### src/chan_regs.svh
// constants for the channel disconnect and reconnect controller
// assumes inclusion by bare name from the package and the design files
`ifndef CHAN_REGS_SVH
`define CHAN_REGS_SVH
`define CHAN_NUM_SUB       8
`define CHAN_SUB_W         3
`define CHAN_CCW_W         16
`define CHAN_MODE_RESET    1'b0
`define CHAN_MODE_MUX      1'b1
`define CHAN_INSTR_W       3
`define CHAN_INSTR_START   3'h1
`define CHAN_INSTR_TEST    3'h2
`define CHAN_INSTR_TESTCH  3'h3
`define CHAN_INSTR_HALT    3'h4
`define CHAN_INSTR_CLEAR   3'h5
`define CHAN_DEV_W         2
`define CHAN_DEV_BUFFERED  2'h0
`define CHAN_DEV_DISK      2'h1
`define CHAN_DEV_TAPE      2'h2
`define CHAN_DEV_OTHER     2'h3
`define CHAN_SUBM_W        2
`define CHAN_SUBM_NONSHARE 2'h0
`define CHAN_SUBM_MUX      2'h1
`define CHAN_SUBM_DISK     2'h2
`define CHAN_SUBM_SELECTOR 2'h3
`endif

### src/chan_pkg.sv
// types shared by the channel controller files
// assumes chan_regs.svh is on the include path
`include "chan_regs.svh"
package chan_pkg;
    typedef enum logic [3:0] {
        ST_IDLE   = 4'b0001,
        ST_RUN    = 4'b0010,
        ST_RELOAD = 4'b0100,
        ST_DISC   = 4'b1000
    } chan_state_e;
    typedef logic [`CHAN_CCW_W-1:0] ccw_t;
endpackage : chan_pkg

### src/chan_save_mem.sv
// saved subchannel state: resume command word address per subchannel
// assumes one clock, write and read ports on the same clock
`timescale 1ns/1ns
`include "chan_regs.svh"
module chan_save_mem #(
    parameter int DEPTH = `CHAN_NUM_SUB,
    parameter int AW    = `CHAN_SUB_W,
    parameter int DW    = `CHAN_CCW_W
) (
    input  wire logic          clk,
    input  wire logic          wr_en,
    input  wire logic [AW-1:0] wr_addr,
    input  wire logic [DW-1:0] wr_data,
    input  wire logic [AW-1:0] rd_addr,
    output logic      [DW-1:0] rd_data
);
    initial begin
        if (DEPTH > (1 << AW)) $error("depth exceeds address range");
    end
    logic [DW-1:0] mem [DEPTH];
    // write on demand, read data registered
    always_ff @(posedge clk) begin
        if (wr_en) mem[wr_addr] <= wr_data;
        rd_data <= mem[rd_addr];
    end
endmodule : chan_save_mem

### src/chan_disc_ctrl.sv
// channel disconnect, reconnect and availability controller
// assumes control units and instruction logic run on CLK
`timescale 1ns/1ns
`include "chan_regs.svh"
// Operation
// - selector mode keeps channel busy for the whole chained program
// - multiplexing mode disconnects on channel end without device end
// - subchannel saves resume command word at disconnection
// - free channel reloads saved state and resumes at right command word
// - reconnection refused while busy; requester holds its request
// - disconnected channel accepts resumption or a new start
// - channel-available interruption at disconnect if instruction found busy
// - grant only when channel not busy, never preempting
// - serve reconnections in order requests arrived
// - non-sensing disk on multiplexing subchannel disconnects after seek in mux mode
// - non-sensing disk in disk or selector subchannel mode never disconnects
// - tape drives never disconnect in either mode
// - buffered unit record devices on nonshared subchannels disconnect
// - buffered printer reconnect moves next line as one burst
// - mode bit clears to selector at load, chosen at start
// - clear instruction runs as test while mode bit zero
module chan_disc_ctrl #(
    parameter int NSUB = `CHAN_NUM_SUB,
    parameter int SW   = `CHAN_SUB_W
) (
    // clock and reset
    input  wire logic                      CLK,
    input  wire logic                      RST_N,
    // mode control
    input  wire logic                      MODE_WR,
    input  wire logic                      MODE_IN,
    input  wire logic                      IPL,
    // instruction request
    input  wire logic                      INSTR_VALID,
    input  wire logic [`CHAN_INSTR_W-1:0]  INSTR_CODE,
    input  wire logic [SW-1:0]             INSTR_SUB,
    input  wire chan_pkg::ccw_t            INSTR_CCW,
    input  wire logic [`CHAN_DEV_W-1:0]    INSTR_DEV,
    input  wire logic [`CHAN_SUBM_W-1:0]   INSTR_SUBM,
    // control unit status
    input  wire logic                      CHAN_END,
    input  wire logic                      DEV_END,
    input  wire logic                      SEEK_DONE,
    input  wire logic                      CCW_ADV,
    input  wire logic                      PROG_DONE,
    input  wire logic [NSUB-1:0]           RECON_REQ,
    // instruction answer
    output logic                           INSTR_ACK,
    output logic                           INSTR_BUSY,
    output logic                           INSTR_AS_TEST,
    // channel state
    output logic                           CHAN_BUSY,
    output logic                           MODE_BIT,
    output logic [SW-1:0]                  ACTIVE_SUB,
    output chan_pkg::ccw_t                 CUR_CCW,
    output logic                           BURST,
    output logic [NSUB-1:0]                RECON_GRANT,
    output logic                           DISC_PULSE,
    output logic                           AVAIL_IRQ,
    output logic                           AVAIL_PEND
);
    // ********************************************
    // elaboration checks
    // ********************************************
    initial begin
        if (NSUB > (1 << SW) || NSUB < 1) $error("subchannel count does not fit index width");
    end

    // ********************************************
    // decode functions
    // ********************************************
    // instruction that qualifies for the availability flag
    function automatic logic qualifies(input logic [`CHAN_INSTR_W-1:0] c);
        return c == `CHAN_INSTR_START || c == `CHAN_INSTR_TEST ||
               c == `CHAN_INSTR_TESTCH || c == `CHAN_INSTR_HALT;
    endfunction : qualifies

    // whether the device/subchannel pair may disconnect in multiplexing mode
    function automatic logic may_disc(input logic [`CHAN_DEV_W-1:0] d, input logic [`CHAN_SUBM_W-1:0] m);
        unique case (d)
            `CHAN_DEV_BUFFERED: return m == `CHAN_SUBM_NONSHARE;
            `CHAN_DEV_DISK:     return m == `CHAN_SUBM_MUX;
            default:            return 1'b0;
        endcase
    endfunction : may_disc

    // ********************************************
    // state
    // ********************************************
    chan_pkg::chan_state_e state_r, state_nxt;
    logic                 mode_r, mode_nxt;
    logic                 pend_r, pend_nxt;
    logic                 mux_r, mux_nxt;
    logic                 disc_ok_r, disc_ok_nxt;
    logic                 buf_r, buf_nxt;
    logic [SW-1:0]        sub_r, sub_nxt;
    chan_pkg::ccw_t       ccw_r, ccw_nxt;
    logic [NSUB-1:0]      grant_r, grant_nxt;
    logic [NSUB-1:0]      req_q_r, req_q_nxt;
    logic [SW-1:0]        fifo_r [NSUB];
    logic [SW-1:0]        fifo_nxt [NSUB];
    logic [SW:0]          cnt_r, cnt_nxt;
    logic                 ack_r, ack_nxt, busy_r, busy_nxt, astest_r, astest_nxt;
    logic                 disc_r, disc_nxt, irq_r, irq_nxt, burst_r, burst_nxt;
    logic [NSUB-1:0]      dmode_r, dmode_nxt;
    logic [NSUB-1:0]      dbuf_r, dbuf_nxt;
    logic                 sv_wr;
    logic [SW-1:0]        sv_addr;
    chan_pkg::ccw_t       sv_rd;

    // saved subchannel state memory
    chan_save_mem #(.DEPTH(NSUB), .AW(SW), .DW(`CHAN_CCW_W)) u_save (
        .clk     (CLK),
        .wr_en   (sv_wr),
        .wr_addr (sub_r),
        .wr_data (ccw_r),
        .rd_addr (sv_addr),
        .rd_data (sv_rd)
    );

    // ********************************************
    // next state
    // ********************************************
    always_comb begin
        logic busy;
        logic new_req;
        logic found;
        logic disc_now;
        busy        = state_r != chan_pkg::ST_IDLE && state_r != chan_pkg::ST_DISC;
        new_req     = 1'b0;
        state_nxt   = state_r;
        mode_nxt    = mode_r;
        pend_nxt    = pend_r;
        mux_nxt     = mux_r;
        disc_ok_nxt = disc_ok_r;
        buf_nxt     = buf_r;
        sub_nxt     = sub_r;
        ccw_nxt     = ccw_r;
        grant_nxt   = '0;
        req_q_nxt   = req_q_r;
        fifo_nxt    = fifo_r;
        cnt_nxt     = cnt_r;
        ack_nxt     = 1'b0;
        busy_nxt    = 1'b0;
        astest_nxt  = 1'b0;
        disc_nxt    = 1'b0;
        irq_nxt     = 1'b0;
        burst_nxt   = burst_r;
        dmode_nxt   = dmode_r;
        dbuf_nxt    = dbuf_r;
        sv_wr       = 1'b0;
        sv_addr     = fifo_r[0];
        found       = 1'b0;
        disc_now    = 1'b0;
        // mode bit, cleared at load
        if (IPL) mode_nxt = `CHAN_MODE_RESET;
        else if (MODE_WR) mode_nxt = MODE_IN;
        // queue new reconnection requests in arrival order
        // a request stays marked until the unit drops it, so one still held after its grant is not queued again
        for (int i = 0; i < NSUB; i++) begin
            if (!RECON_REQ[i]) req_q_nxt[i] = 1'b0;
            new_req = RECON_REQ[i] && !req_q_r[i];
            if (new_req && !found && cnt_r < (SW+1)'(NSUB)) begin
                fifo_nxt[cnt_r[SW-1:0]] = SW'(i);
                req_q_nxt[i] = 1'b1;
                found = 1'b1;
            end
        end
        // instruction handling
        if (INSTR_VALID) begin
            ack_nxt = 1'b1;
            if (INSTR_CODE == `CHAN_INSTR_CLEAR && !mode_r) astest_nxt = 1'b1;
            if (busy) begin
                busy_nxt = 1'b1;
                if (qualifies(INSTR_CODE) || (INSTR_CODE == `CHAN_INSTR_CLEAR && !mode_r)) pend_nxt = 1'b1;
            end else if (INSTR_CODE == `CHAN_INSTR_START) begin
                state_nxt   = chan_pkg::ST_RUN;
                sub_nxt     = INSTR_SUB;
                ccw_nxt     = INSTR_CCW;
                mux_nxt     = mode_r;
                disc_ok_nxt = mode_r && may_disc(INSTR_DEV, INSTR_SUBM);
                buf_nxt     = INSTR_DEV == `CHAN_DEV_BUFFERED;
                burst_nxt   = 1'b0;
                dmode_nxt[INSTR_SUB] = mode_r && may_disc(INSTR_DEV, INSTR_SUBM);
                dbuf_nxt[INSTR_SUB]  = INSTR_DEV == `CHAN_DEV_BUFFERED;
            end
        end
        unique case (state_r)
            chan_pkg::ST_IDLE, chan_pkg::ST_DISC: begin
                // grant oldest waiting request only while free
                if (cnt_r != '0 && !(INSTR_VALID && INSTR_CODE == `CHAN_INSTR_START)) begin
                    state_nxt = chan_pkg::ST_RELOAD;
                    sub_nxt   = fifo_r[0];
                    grant_nxt[fifo_r[0]] = 1'b1;
                    for (int k = 0; k < NSUB - 1; k++) fifo_nxt[k] = fifo_nxt[k+1];
                    cnt_nxt = cnt_r - (SW+1)'(1);
                end
            end
            chan_pkg::ST_RELOAD: begin
                ccw_nxt     = sv_rd;
                disc_ok_nxt = dmode_r[sub_r];
                mux_nxt     = 1'b1;
                buf_nxt     = dbuf_r[sub_r];
                burst_nxt   = dbuf_r[sub_r];
                state_nxt   = chan_pkg::ST_RUN;
            end
            chan_pkg::ST_RUN: begin
                if (CCW_ADV) ccw_nxt = ccw_r + chan_pkg::ccw_t'(1);
                if (PROG_DONE) begin
                    state_nxt = chan_pkg::ST_IDLE;
                    burst_nxt = 1'b0;
                    disc_now  = 1'b1;
                end else if (CHAN_END && !DEV_END && mux_r && disc_ok_r) begin
                    state_nxt = chan_pkg::ST_DISC;
                    sv_wr     = 1'b1;
                    burst_nxt = 1'b0;
                    disc_now  = 1'b1;
                end else if (SEEK_DONE && mux_r && disc_ok_r && !buf_r) begin
                    state_nxt = chan_pkg::ST_DISC;
                    sv_wr     = 1'b1;
                    disc_now  = 1'b1;
                end
            end
            default: state_nxt = chan_pkg::ST_IDLE;
        endcase
        // queue push and pop may meet in one cycle; the shift already moved the pushed entry down
        if (found && !(grant_nxt != '0)) cnt_nxt = cnt_r + (SW+1)'(1);
        else if (found && grant_nxt != '0) begin
            cnt_nxt = cnt_r;
        end
        // availability interruption at disconnect
        if (disc_now) begin
            disc_nxt = 1'b1;
            if (pend_r || pend_nxt) begin
                irq_nxt  = 1'b1;
                pend_nxt = 1'b0;
            end
        end
    end

    // ********************************************
    // registers
    // ********************************************
    always_ff @(posedge CLK or negedge RST_N) begin
        if (!RST_N) begin
            state_r   <= chan_pkg::ST_IDLE;
            mode_r    <= `CHAN_MODE_RESET;
            pend_r    <= 1'b0;
            mux_r     <= 1'b0;
            disc_ok_r <= 1'b0;
            buf_r     <= 1'b0;
            sub_r     <= '0;
            ccw_r     <= '0;
            grant_r   <= '0;
            req_q_r   <= '0;
            fifo_r    <= '{default: '0};
            cnt_r     <= '0;
            ack_r     <= 1'b0;
            busy_r    <= 1'b0;
            astest_r  <= 1'b0;
            disc_r    <= 1'b0;
            irq_r     <= 1'b0;
            burst_r   <= 1'b0;
            dmode_r   <= '0;
            dbuf_r    <= '0;
        end else begin
            state_r   <= state_nxt;
            mode_r    <= mode_nxt;
            pend_r    <= pend_nxt;
            mux_r     <= mux_nxt;
            disc_ok_r <= disc_ok_nxt;
            buf_r     <= buf_nxt;
            sub_r     <= sub_nxt;
            ccw_r     <= ccw_nxt;
            grant_r   <= grant_nxt;
            req_q_r   <= req_q_nxt;
            fifo_r    <= fifo_nxt;
            cnt_r     <= cnt_nxt;
            ack_r     <= ack_nxt;
            busy_r    <= busy_nxt;
            astest_r  <= astest_nxt;
            disc_r    <= disc_nxt;
            irq_r     <= irq_nxt;
            burst_r   <= burst_nxt;
            dmode_r   <= dmode_nxt;
            dbuf_r    <= dbuf_nxt;
        end
    end

    // outputs straight from flip-flops, except CHAN_BUSY, an OR of state bits 1 and 2
    assign INSTR_ACK     = ack_r;
    assign INSTR_BUSY    = busy_r;
    assign INSTR_AS_TEST = astest_r;
    assign CHAN_BUSY     = state_r[1] | state_r[2];
    assign MODE_BIT      = mode_r;
    assign ACTIVE_SUB    = sub_r;
    assign CUR_CCW       = ccw_r;
    assign BURST         = burst_r;
    assign RECON_GRANT   = grant_r;
    assign DISC_PULSE    = disc_r;
    assign AVAIL_IRQ     = irq_r;
    assign AVAIL_PEND    = pend_r;
endmodule : chan_disc_ctrl

### config.mk
export PLATFORM = sky130hd
export DESIGN_NAME = chan_disc_ctrl
export DESIGN_NICKNAME = d
export VERILOG_FILES = /design/src/chan_pkg.sv /design/src/chan_save_mem.sv /design/src/chan_disc_ctrl.sv
export VERILOG_INCLUDE_DIRS = /design/src
export SDC_FILE = /design/constraint.sdc
export NUM_CORES = 1
export LEC_CHECK = 0
export ABC_AREA = 0
export ABC_CLOCK_PERIOD_IN_PS = 4270
export BUFFER_PORTS_ARGS = -buffer_cell sky130_fd_sc_hd__buf_2
export CAP_MARGIN = 40
export CORE_MARGIN = 5
export CORE_UTILIZATION = 50
export CTS_CLUSTER_DIAMETER = 120
export DETAILED_ROUTE_END_ITERATION = 6
export HOLD_SLACK_MARGIN = 0.03
export PLACE_DENSITY = 0.68
export SYNTH_ARGS = -nofsm -noshare
export SYNTH_HDL_FRONTEND = slang
export SYNTH_SLANG_ARGS = --single-unit
### constraint.sdc
create_clock -name CLK -period 4.27 [get_ports CLK]
set_input_delay 1.281 -clock CLK [delete_from_list [all_inputs] [get_ports CLK]]
set_output_delay 1.281 -clock CLK [all_outputs]
set_load 0.02 [all_outputs]
* Word level (Yosys, flattened, before mapping)
Memories as Yosys holds them, arrays and structs flattened. A register that Yosys moved wholly into a read port is not among the register bits.
Index checks and enable logic that the tools add are counted.
** Cells by class
- Add/sub/neg operators :: 3
- Magnitude comparators :: 8
- Equal/unequal tests :: 23
- Mux-type cells :: 115
- Bitwise logic cells :: 24
- Reductions and logical operators :: 77
** Operator list (number)
- $mux 24 :: 8
- $mux 1 :: 71
- $mux 16 :: 4
- $and 16x16->16 :: 3
- $not 16->16 :: 3
- $or 16x16->16 :: 3
- $mux 4 :: 11
- $mux 21 :: 2
- $logic_and 1x1->1 :: 39
- $pmux 16 s2 :: 1
- $and 24x24->24 :: 1
- $and 8x8->8 :: 3
- $not 24->24 :: 1
- $not 8->8 :: 3
- $or 24x24->24 :: 1
- $or 8x8->8 :: 3
- $logic_not 1->1 :: 20
- $mux 3 :: 6
- $ne 2x1->1 const B :: 9
- $add 16x1->16 const B :: 1
- $bwmux 8 :: 2
- $mux 8 :: 2
- $lt 3x4->1 const B :: 3
- $pmux 4 s3 :: 1
- 31 further kinds :: 49
** Word-level totals
- Register bits :: 94
- RAM bits :: 128
- Output and inout port bits :: 36
- Logic and storage cells :: 285
- Memories :: 1
** Memory list
- u_save.mem :: words 8, width 16, rd ports 1, clocked after memory_dff 1, wr ports 1, line chan_save_mem.sv:20 : logic [DW-1:0] mem [DEPTH];

* Logic depth before layout (Yosys ltp)
Gate-level depths: netlist of run 1.
- Depth in word-level cells :: 35
- Mapped depth :: 14

* Hierarchy
A second synthesis of run 1 with hierarchy kept.
** Second synthesis, totals
- Cells, all modules :: 709
- Area, all modules :: 10279.9 µm²
** By module, submodules not included
- chan_save_mem :: times used 1, cells each 214, area each 5293.8 µm², seq. area each 4164.0 µm²
- chan_disc_ctrl :: times used 1, cells each 495, area each 4986.0 µm², seq. area each 2353.5 µm²

* Worst setup path after synthesis of run 1
OpenSTA, ideal clock, no wires.
- Kind :: input-to-reg
- From :: in PROG_DONE
- To :: mem u_save.mem[4][0] (netlist name), enable pin
- Library setup time :: 0.409 ns
- Arrival :: 3.091 ns
- Data required time :: 3.861 ns
- Slack :: 0.769 ns
- Cell stages on the path :: 4
- Cell sequence :: or3_1 > nor2b_2 > nand2_1 > nor3_1
** Between the ends
- Cells in the longest elaborated chain, start to end :: 4
** RTL lines
- start, declared :: line chan_disc_ctrl.sv:45 : input wire logic PROG_DONE,
- $mux 1 :: line chan_disc_ctrl.sv:209 : if (PROG_DONE) begin
- $mux 1 :: line chan_disc_ctrl.sv:188 : unique case (state_r)
- $mux 1 :: line chan_save_mem.sv:23 : if (wr_en) mem[wr_addr] <= wr_data;
- $mux 1 (implied by the code) :: line chan_save_mem.sv:23
- end, declared :: line chan_save_mem.sv:20
Every way passes these cells.

* Worst setup path after layout of run 1
- From :: in RECON_REQ[0]
- To :: reg cnt_r[3]
** Between the ends
- Cells in the longest elaborated chain, start to end :: 34
- Elaborated cells between the ends (all ways) :: 38
- Those cells by class :: 1 x eq/ne; 9 x mux; 28 x reduce/logical
** RTL lines
- start, declared :: line chan_disc_ctrl.sv:46 : input wire logic [NSUB-1:0] RECON_REQ,
- $logic_and 1x1->1 * :: line chan_disc_ctrl.sv:162 : new_req = RECON_REQ[i] && !req_q_r[i];
- $logic_and 1x1->1 * :: line chan_disc_ctrl.sv:163 : if (new_req && !found && cnt_r < (SW+1)'(NSUB)) begin
- $mux 1 * :: line chan_disc_ctrl.sv:163
- $logic_not 1->1 :: line chan_disc_ctrl.sv:163
- $logic_and 1x1->1 (2 in a row) :: line chan_disc_ctrl.sv:163
- $mux 1 * :: line chan_disc_ctrl.sv:163
- $logic_not 1->1 :: line chan_disc_ctrl.sv:163
- $logic_and 1x1->1 (2 in a row) :: line chan_disc_ctrl.sv:163
- [14 not listed]
- $logic_and 1x1->1 (2 in a row) :: line chan_disc_ctrl.sv:163
- $mux 1 * :: line chan_disc_ctrl.sv:163
- $logic_not 1->1 :: line chan_disc_ctrl.sv:163
- $logic_and 1x1->1 (2 in a row) :: line chan_disc_ctrl.sv:163
- $mux 1 * :: line chan_disc_ctrl.sv:163
- $logic_and 1x1->1, on equally long branches :: line chan_disc_ctrl.sv:227, chan_disc_ctrl.sv:228
- $ne 2x2->1 (no source line) / $reduce_bool 2->1 (equally long branches)
- $reduce_and 3->1 (no source line)
- end signal, assigned :: line chan_disc_ctrl.sv:278 : cnt_r <= cnt_nxt;
- end, declared :: line chan_disc_ctrl.sv:102 : logic [SW:0] cnt_r, cnt_nxt;
Every way passes the cells marked *; elsewhere a longest branch is shown, timed or not.
A chain may end at the register's enable or synchronous reset.

==> results of run 1 <==
==> kinds of logic after synthesis <==
kind of cell / after synthesis / share of synthesized area, %
multiplexers: 97 / 13.9
buffers and inverters: 46 / 2.11
AO/OA/AOI/OAI: 137 / 8.58
XOR/XNOR: 16 / 1.66
flip-flops: 238 / 62.4
adder cells (fa/ha/maj): 4 / 0.551
AND/OR/NAND/NOR: 219 / 10.8
==> layout make-up <==
type | instances | area share (%)
sequential | 238 | 53.9
multi-input combinational | 473 | 30.8
clock buffer | 31 | 5.52
timing repair buffer | 103 | 5.19
tap | 270 | 2.79
clock inverter | 14 | 1.47
inverter | 10 | 0.352
==> placed cells by master, fill, tap and decap left out, types with 5 or more instances in the layout <==
cell,synthesis,layout
o21a_1,6,6
buf_4,3,21
mux2_2,40,40
o22ai_1,6,6
a31oi_1,8,8
nand2_1,63,63
nor3_2,2,5
buf_2,7,79
nor3_1,17,14
a21oi_1,29,29
mux4_2,34,34
clkinv_2,0,6
xnor2_1,7,7
mux2i_1,19,19
nand3b_1,5,5
and3_1,8,8
clkbuf_16,0,25
or3_1,6,6
o21ai_0,28,28
nor2_1,50,50
nand2b_1,8,8
o221ai_1,7,7
xor2_1,6,6
o211ai_1,11,11
dfrtp_1,93,92
o21ai_1,10,10
dfxtp_1,16,16
inv_1,9,9
a32oi_1,5,5
edfxtp_1,128,128
nor2b_1,11,11
nand3_1,15,15
==> path summary, 6_finish.rpt <==
kind	from	slack [ps]	cells after the start	endpoint
max in group asynchronous	RST_N	2740	3	req_q_r[1]
hold / removal	u_save.rd_data[2]	450	2	CUR_CCW[2]
min in group asynchronous	RST_N	710	1	fifo_r[1]
setup reg to reg	req_q_r[0]	1520	11	cnt_r[3]
hold reg to reg	u_save.rd_data[2]	450	2	CUR_CCW[2]
setup / recovery	RECON_REQ[0]	1020	12	cnt_r[3]
==> per-layer routing <==
metal	global-route usage (%)	share of wire [%]
met1	28.2	44
met2	32.6	48
met3	3.35	6.1
met4	5.59	2.8
met5	0	0
==> state kept, by name (all words and copies together), names as in the netlist, 3 cells and up <==
register,count
u_save.mem,128
fifo_r,21
CUR_CCW,16
u_save.rd_data,16
RECON_GRANT,8
dbuf_r,8
dmode_r,8
req_q_r,8
cnt_r,4
state_r,4
ACTIVE_SUB,3
sv_addr,3
==> metrics by stage <==
step	hold slack, ps	setup WS (ps)	cell area [sq um]	total power [mW]	std cells
after floorplan	408	769	10400	5.30	757
after global placement	429	646	11200	5.91	1090
after detailed placement	432	512	11300	6.08	1094
after CTS	446	1050	12100	8.31	1139
after global routing	449	804	12100	8.71	1139
final	446	1020	12100	8.24	1139
==> worst min-delay path: stages, from the launching register on <==
cell	delay [ps]
dfxtp_1	310
nand2_1	40
o221ai_1	60
==> where the power goes <==
part           internal (mW)  total [mW]  switching [mW]
Combinational           1.12        2.42            1.31
Clock                   1.35        2.21           0.857
Sequential              2.97        3.61           0.640
==> results.toml, run 1 <==
[run_status]
run_status = "complete, no violations"

[cts]
holdBufCountCts = 0
cts-htree-levels = 1
cts-root-buf = "clkbuf_16"
cts_tree = "yes"
clk_latency_ps = 520
cts_resized = 0
clk_pin_slew_ps = 60
clockBufferDepth = 3
cts_sinks = 238
cts_setup_buffers = 0
cts_inserted_buffers = 25

[synthesis]
synth-async-reset-ratio_pct = 39.5
synth_commonest_cells = "128 x edfxtp_1, 93 x dfrtp_1, 63 x nand2_1, 50 x nor2_1, 40 x mux2_2"
yosysMostFrequentCell = "edfxtp_1"
yosysTopAreaCell = "edfxtp_1"
synthTopCellsByArea = "edfxtp_1 37%, dfrtp_1 22%, mux4_2 7.3%, mux2_2 4.3%, dfxtp_1 3.1%"
yosys_warnings = 0
avgSynthCellArea_sq_um = 13.8
synth_edf_count = 128
netlist.area_leader.share_pct = 36.8
ys_types = 81
synth_seq_cells = 238
netlist_instances = 757
yosysSeqAreaShare_pct = 62.4
syn_area_sq_um = 10400
ys.flop_type = "edfxtp_1"
syn-num-nets = 806

[route]
via_per_inst = 5.88
wl_per_cell_microns = 20.5
route.detailed.drc = 0
vias = 6702
wl_microns = 23300
drtIter0Drc = 499
first_pass_iters = 5
antenna_left = 0

[timing]
maxSlewViolCount = 0
period_share_pct = 76.1
skew_ps = 11.7
final.setup.tns_ps = 0
hold_viol = 0
min_period_ps = 3250
rsz0062_at_grt = "false"
slew_headroom_pct = 42.2
worst_pin_slew_ps = 868
fmax_mhz = 308
finalSetupViolCount = 0

[layout]
multi_input_area_sq_um = 3720
final_core_util_pct = 59.2
diodes = 0
sequential_cell_area_sq_um = 6520
final_nets = 900
layout-drive-gt1-share_pct = 28.1
fill_cells = 1627
area_growth_pct = 15.8

[pwr]
power_density_nw_per_um2 = 681
ir_worst_vdd_v = 0.000503
p_leak_nw = 4.72

[floorplanning]
num_rows = 52
dieArea_sq_um = 23900
initial_utilization_pct = 51.1
die_x_microns = 155
ios = 81
fp.dieH_microns = 155
fp.coreArea_sq_um = 20400

[placement]
gp_congestion = 0.848
hpwl_microns = 15300
port_buffers = 80

[worst_setup_path]
cpMaxStageDelayCell = "nor2b_1"
worst_setup_path_start_kind = "primary input"
worst-path-max-fanout = 7
critical_path_class = "in2reg"
required_ps = 4690
cp_top_family = "simple AND/OR/NAND/NOR gates"
cp.arrival_ps = 3670
cp-end-kind = "flip-flop"
path_cells = "buf_2 -> nor2b_1 -> nor2_1 -> a31oi_1 -> nand2_1 -> ha_1 -> a21o_1 -> a21oi_1 -> nand2_1 -> nor3_1 -> a21oi_1 -> o21ai_0"
worst-path-buf-inv = 1
max_stage_delay_ps = 480

[global_route]
antenna_found_initial = 0
first_global_vias = 7108
grt_pass1_wl_microns = 38300
grt_use_total_pct = 20.0
globalRoute.totalOverflow = 0
grt_max_degree = 53

[run]
cap_violations = 0

[worst_hold_path]
holdCritPathClass = "reg2reg"
(Power assumes the default switching activity.)
==> inputs of run 2 (changes only) <==
--- a/config.mk
+++ b/config.mk
@@ -7,7 +7,7 @@
 export NUM_CORES = 1
 export LEC_CHECK = 0
 export ABC_AREA = 0
-export ABC_CLOCK_PERIOD_IN_PS = 4270
+export ABC_CLOCK_PERIOD_IN_PS = 2800
 export BUFFER_PORTS_ARGS = -buffer_cell sky130_fd_sc_hd__buf_2
 export CAP_MARGIN = 40
 export CORE_MARGIN = 5
@@ -15,7 +15,7 @@
 export CTS_CLUSTER_DIAMETER = 120
 export DETAILED_ROUTE_END_ITERATION = 6
 export HOLD_SLACK_MARGIN = 0.03
-export PLACE_DENSITY = 0.68
+export PLACE_DENSITY = 0.71
 export SYNTH_ARGS = -nofsm -noshare
 export SYNTH_HDL_FRONTEND = slang
 export SYNTH_SLANG_ARGS = --single-unit
==> constraint.sdc (replaced) <==
create_clock -name CLK -period 2.8 [get_ports CLK]
set_input_delay 0.84 -clock CLK [delete_from_list [all_inputs] [get_ports CLK]]
set_output_delay 0.84 -clock CLK [all_outputs]
set_load 0.02 [all_outputs]
==> run 2 against run 1 <==
Against the previous run:
- hold slack worse by 180 ps
- cell count grew 1.9%
- critical path depth down 6
- wire length shrank 0.35%
- die area did not move
- clock-buffer cell count decreased by 2
- register-to-register slack worse by 1200 ps
- first-iteration DRC count down 5.2%
- global-route usage is 0.30 points lower
==> results.toml, run 2 (synthesis gave the netlist of run 1 again) <==
[cts]
cts-htree-levels = 1
holdBufCountCts = 0
cts-root-buf = "clkbuf_16"
cts_tree = "yes"
cts_inserted_buffers = 25
cts_setup_buffers = 0
clockBufferDepth = 3
cts_sinks = 238
clk_latency_ps = 530
clk_pin_slew_ps = 60
cts_resized = 0

[floorplanning]
ios = 81
fp.coreArea_sq_um = 20400
num_rows = 52
fp.dieH_microns = 155
initial_utilization_pct = 51.1
die_x_microns = 155
dieArea_sq_um = 23900

[worst_setup_path]
r2r_cells = 6
cp-end-kind = "flip-flop"
critical_path_class = "reg2reg"
max_stage_delay_ps = 500
worst-path-max-fanout = 8
required_ps = 3020
worst-path-buf-inv = 1
r2r-start = "state_r[3]"
path_cells = "or3b_1 -> or3_1 -> nor2b_2 -> nand2_1 -> nor2_1 -> buf_4"
cpMaxStageDelayCell = "dfrtp_1"
r2r_setup_slack_ps = 280
cp_top_family = "simple AND/OR/NAND/NOR gates"
r2r_end = "u_save.mem[7][8]"
cp.arrival_ps = 2730
worst_setup_path_start_kind = "flip-flop"

[pwr]
pwr-share-comb_pct = 32.1
ir_worst_vdd_v = 0.000498
p_leak_nw = 4.83
switchingPower_mw = 4.33
power_frac_seq_pct = 41.0
pwr-share-clk_pct = 26.9
switching_share_pct = 34.0
finalPower_mw = 12.7
power_density_nw_per_um2 = 1030
p_int_mw = 8.41

[layout]
layout-drive-gt1-share_pct = 30.5
multi_input_area_sq_um = 3730
final_core_util_pct = 60.4
area_growth_pct = 18.2
final_nets = 921
fill_cells = 1636
sequential_cell_area_sq_um = 6520
diodes = 0
largest_register_ff_count = 128
top_regs = "u_save.mem (128), fifo_r (21)"
mostFrequentLayoutCell = "edfxtp_1"
largest_register = "u_save.mem"
most-common-layout-cells = "128 x edfxtp_1, 91 x dfrtp_1, 79 x buf_2, 63 x nand2_1, 47 x nor2_1"

[global_route]
grt_use_total_pct = 19.7
first_global_vias = 6841
grt_max_degree = 42
antenna_found_initial = 0
grt_pass1_wl_microns = 37400
globalRoute.totalOverflow = 0

[route]
wl_microns = 23200
vias = 6697
via_per_inst = 5.77
drtIter0Drc = 473
antenna_left = 0
route.detailed.drc = 0
first_pass_iters = 5
wl_per_cell_microns = 20.0

[timing]
maxSlewViolCount = 0
final.setup.tns_ps = 0
slew_headroom_pct = 50.9
min_period_ps = 2520
rsz0062_at_grt = "false"
worst_pin_slew_ps = 736
period_share_pct = 89.9
hold_viol = 0
finalSetupViolCount = 0
fmax_mhz = 397
skew_ps = 22.8

[run_status]
run_status = "complete, no violations"

[run]
cap_violations = 0

[placement]
gp_congestion = 0.840
port_buffers = 80
hpwl_microns = 15200

[worst_hold_path]
holdCritPathClass = "in2async"
==> run 2: cell types whose count changed in the layout (fill, tap and decap cells not counted), sizes merged <==
cell	change
clkinv	-1
inv	+2
clkinvlp	+2
buf	+21
clkbuf	-2
==> run 2: per-layer routing <==
| metal | wire length [microns] | track usage [%] | vias up | part of all wire, % |
|---|---|---|---|---|
| li1 | - | - | 3111 | - |
| met1 | 10600 | 28.9 | 3376 | 46 |
| met2 | 11000 | 31.4 | 183 | 47 |
| met3 | 1260 | 3.27 | 27 | 5.4 |
| met4 | 396 | 4.50 | 0 | 1.7 |
| met5 | 0 | 0 | - | 0 |
==> run 2: worst register-to-register path: stages (launching register included) <==
cell and delay [ps]:
dfrtp_1 500, or3b_1 470, or3_1 410, nor2b_2 180, nand2_1 150, nor2_1 230, buf_4 260
==> run 2: worst max path at each step <==
stage                             to          start  depth (start not counted)
floorplan                   cnt_r[3]  INSTR_CODE[1]                         11
global placement            cnt_r[3]   RECON_REQ[5]                         11
detailed placement          cnt_r[3]   RECON_REQ[5]                         11
CTS                 u_save.mem[7][8]     state_r[3]                          6
global route                cnt_r[3]     state_r[0]                         11
finish              u_save.mem[7][8]     state_r[3]                          6
==> run 2: layout make-up <==
type / count / area share, %
Sequential cell: 238 / 52.8
Multi-Input combinational cell: 473 / 30.2
Timing Repair Buffer: 124 / 6.95
Clock buffer: 29 / 5.27
Tap cell: 270 / 2.74
Clock inverter: 17 / 1.64
Inverter: 10 / 0.345
==> run 2: through the flow <==
step                      area, sq um  std cells  hold slack [ps]  setup WS, ps
final                           12300       1161              268           282
after global routing            12300       1161              305           135
after CTS                       12300       1161              267           297
after detailed placement        11500       1115              429          42.1
after global placement          11500       1115              421          53.0
after floorplan                 10500        757              408          9.54
==> run 2: power by group through the flow <==
stage                     sequential, mW  combinational (mW)  clock (mW)
after floorplan                     5.27                2.82           0
after global placement              5.28                4.02           0
after detailed placement            5.30                4.10           0
after CTS                           5.23                4.12        3.49
after global routing                5.33                4.52        3.65
final                               5.23                4.09        3.43
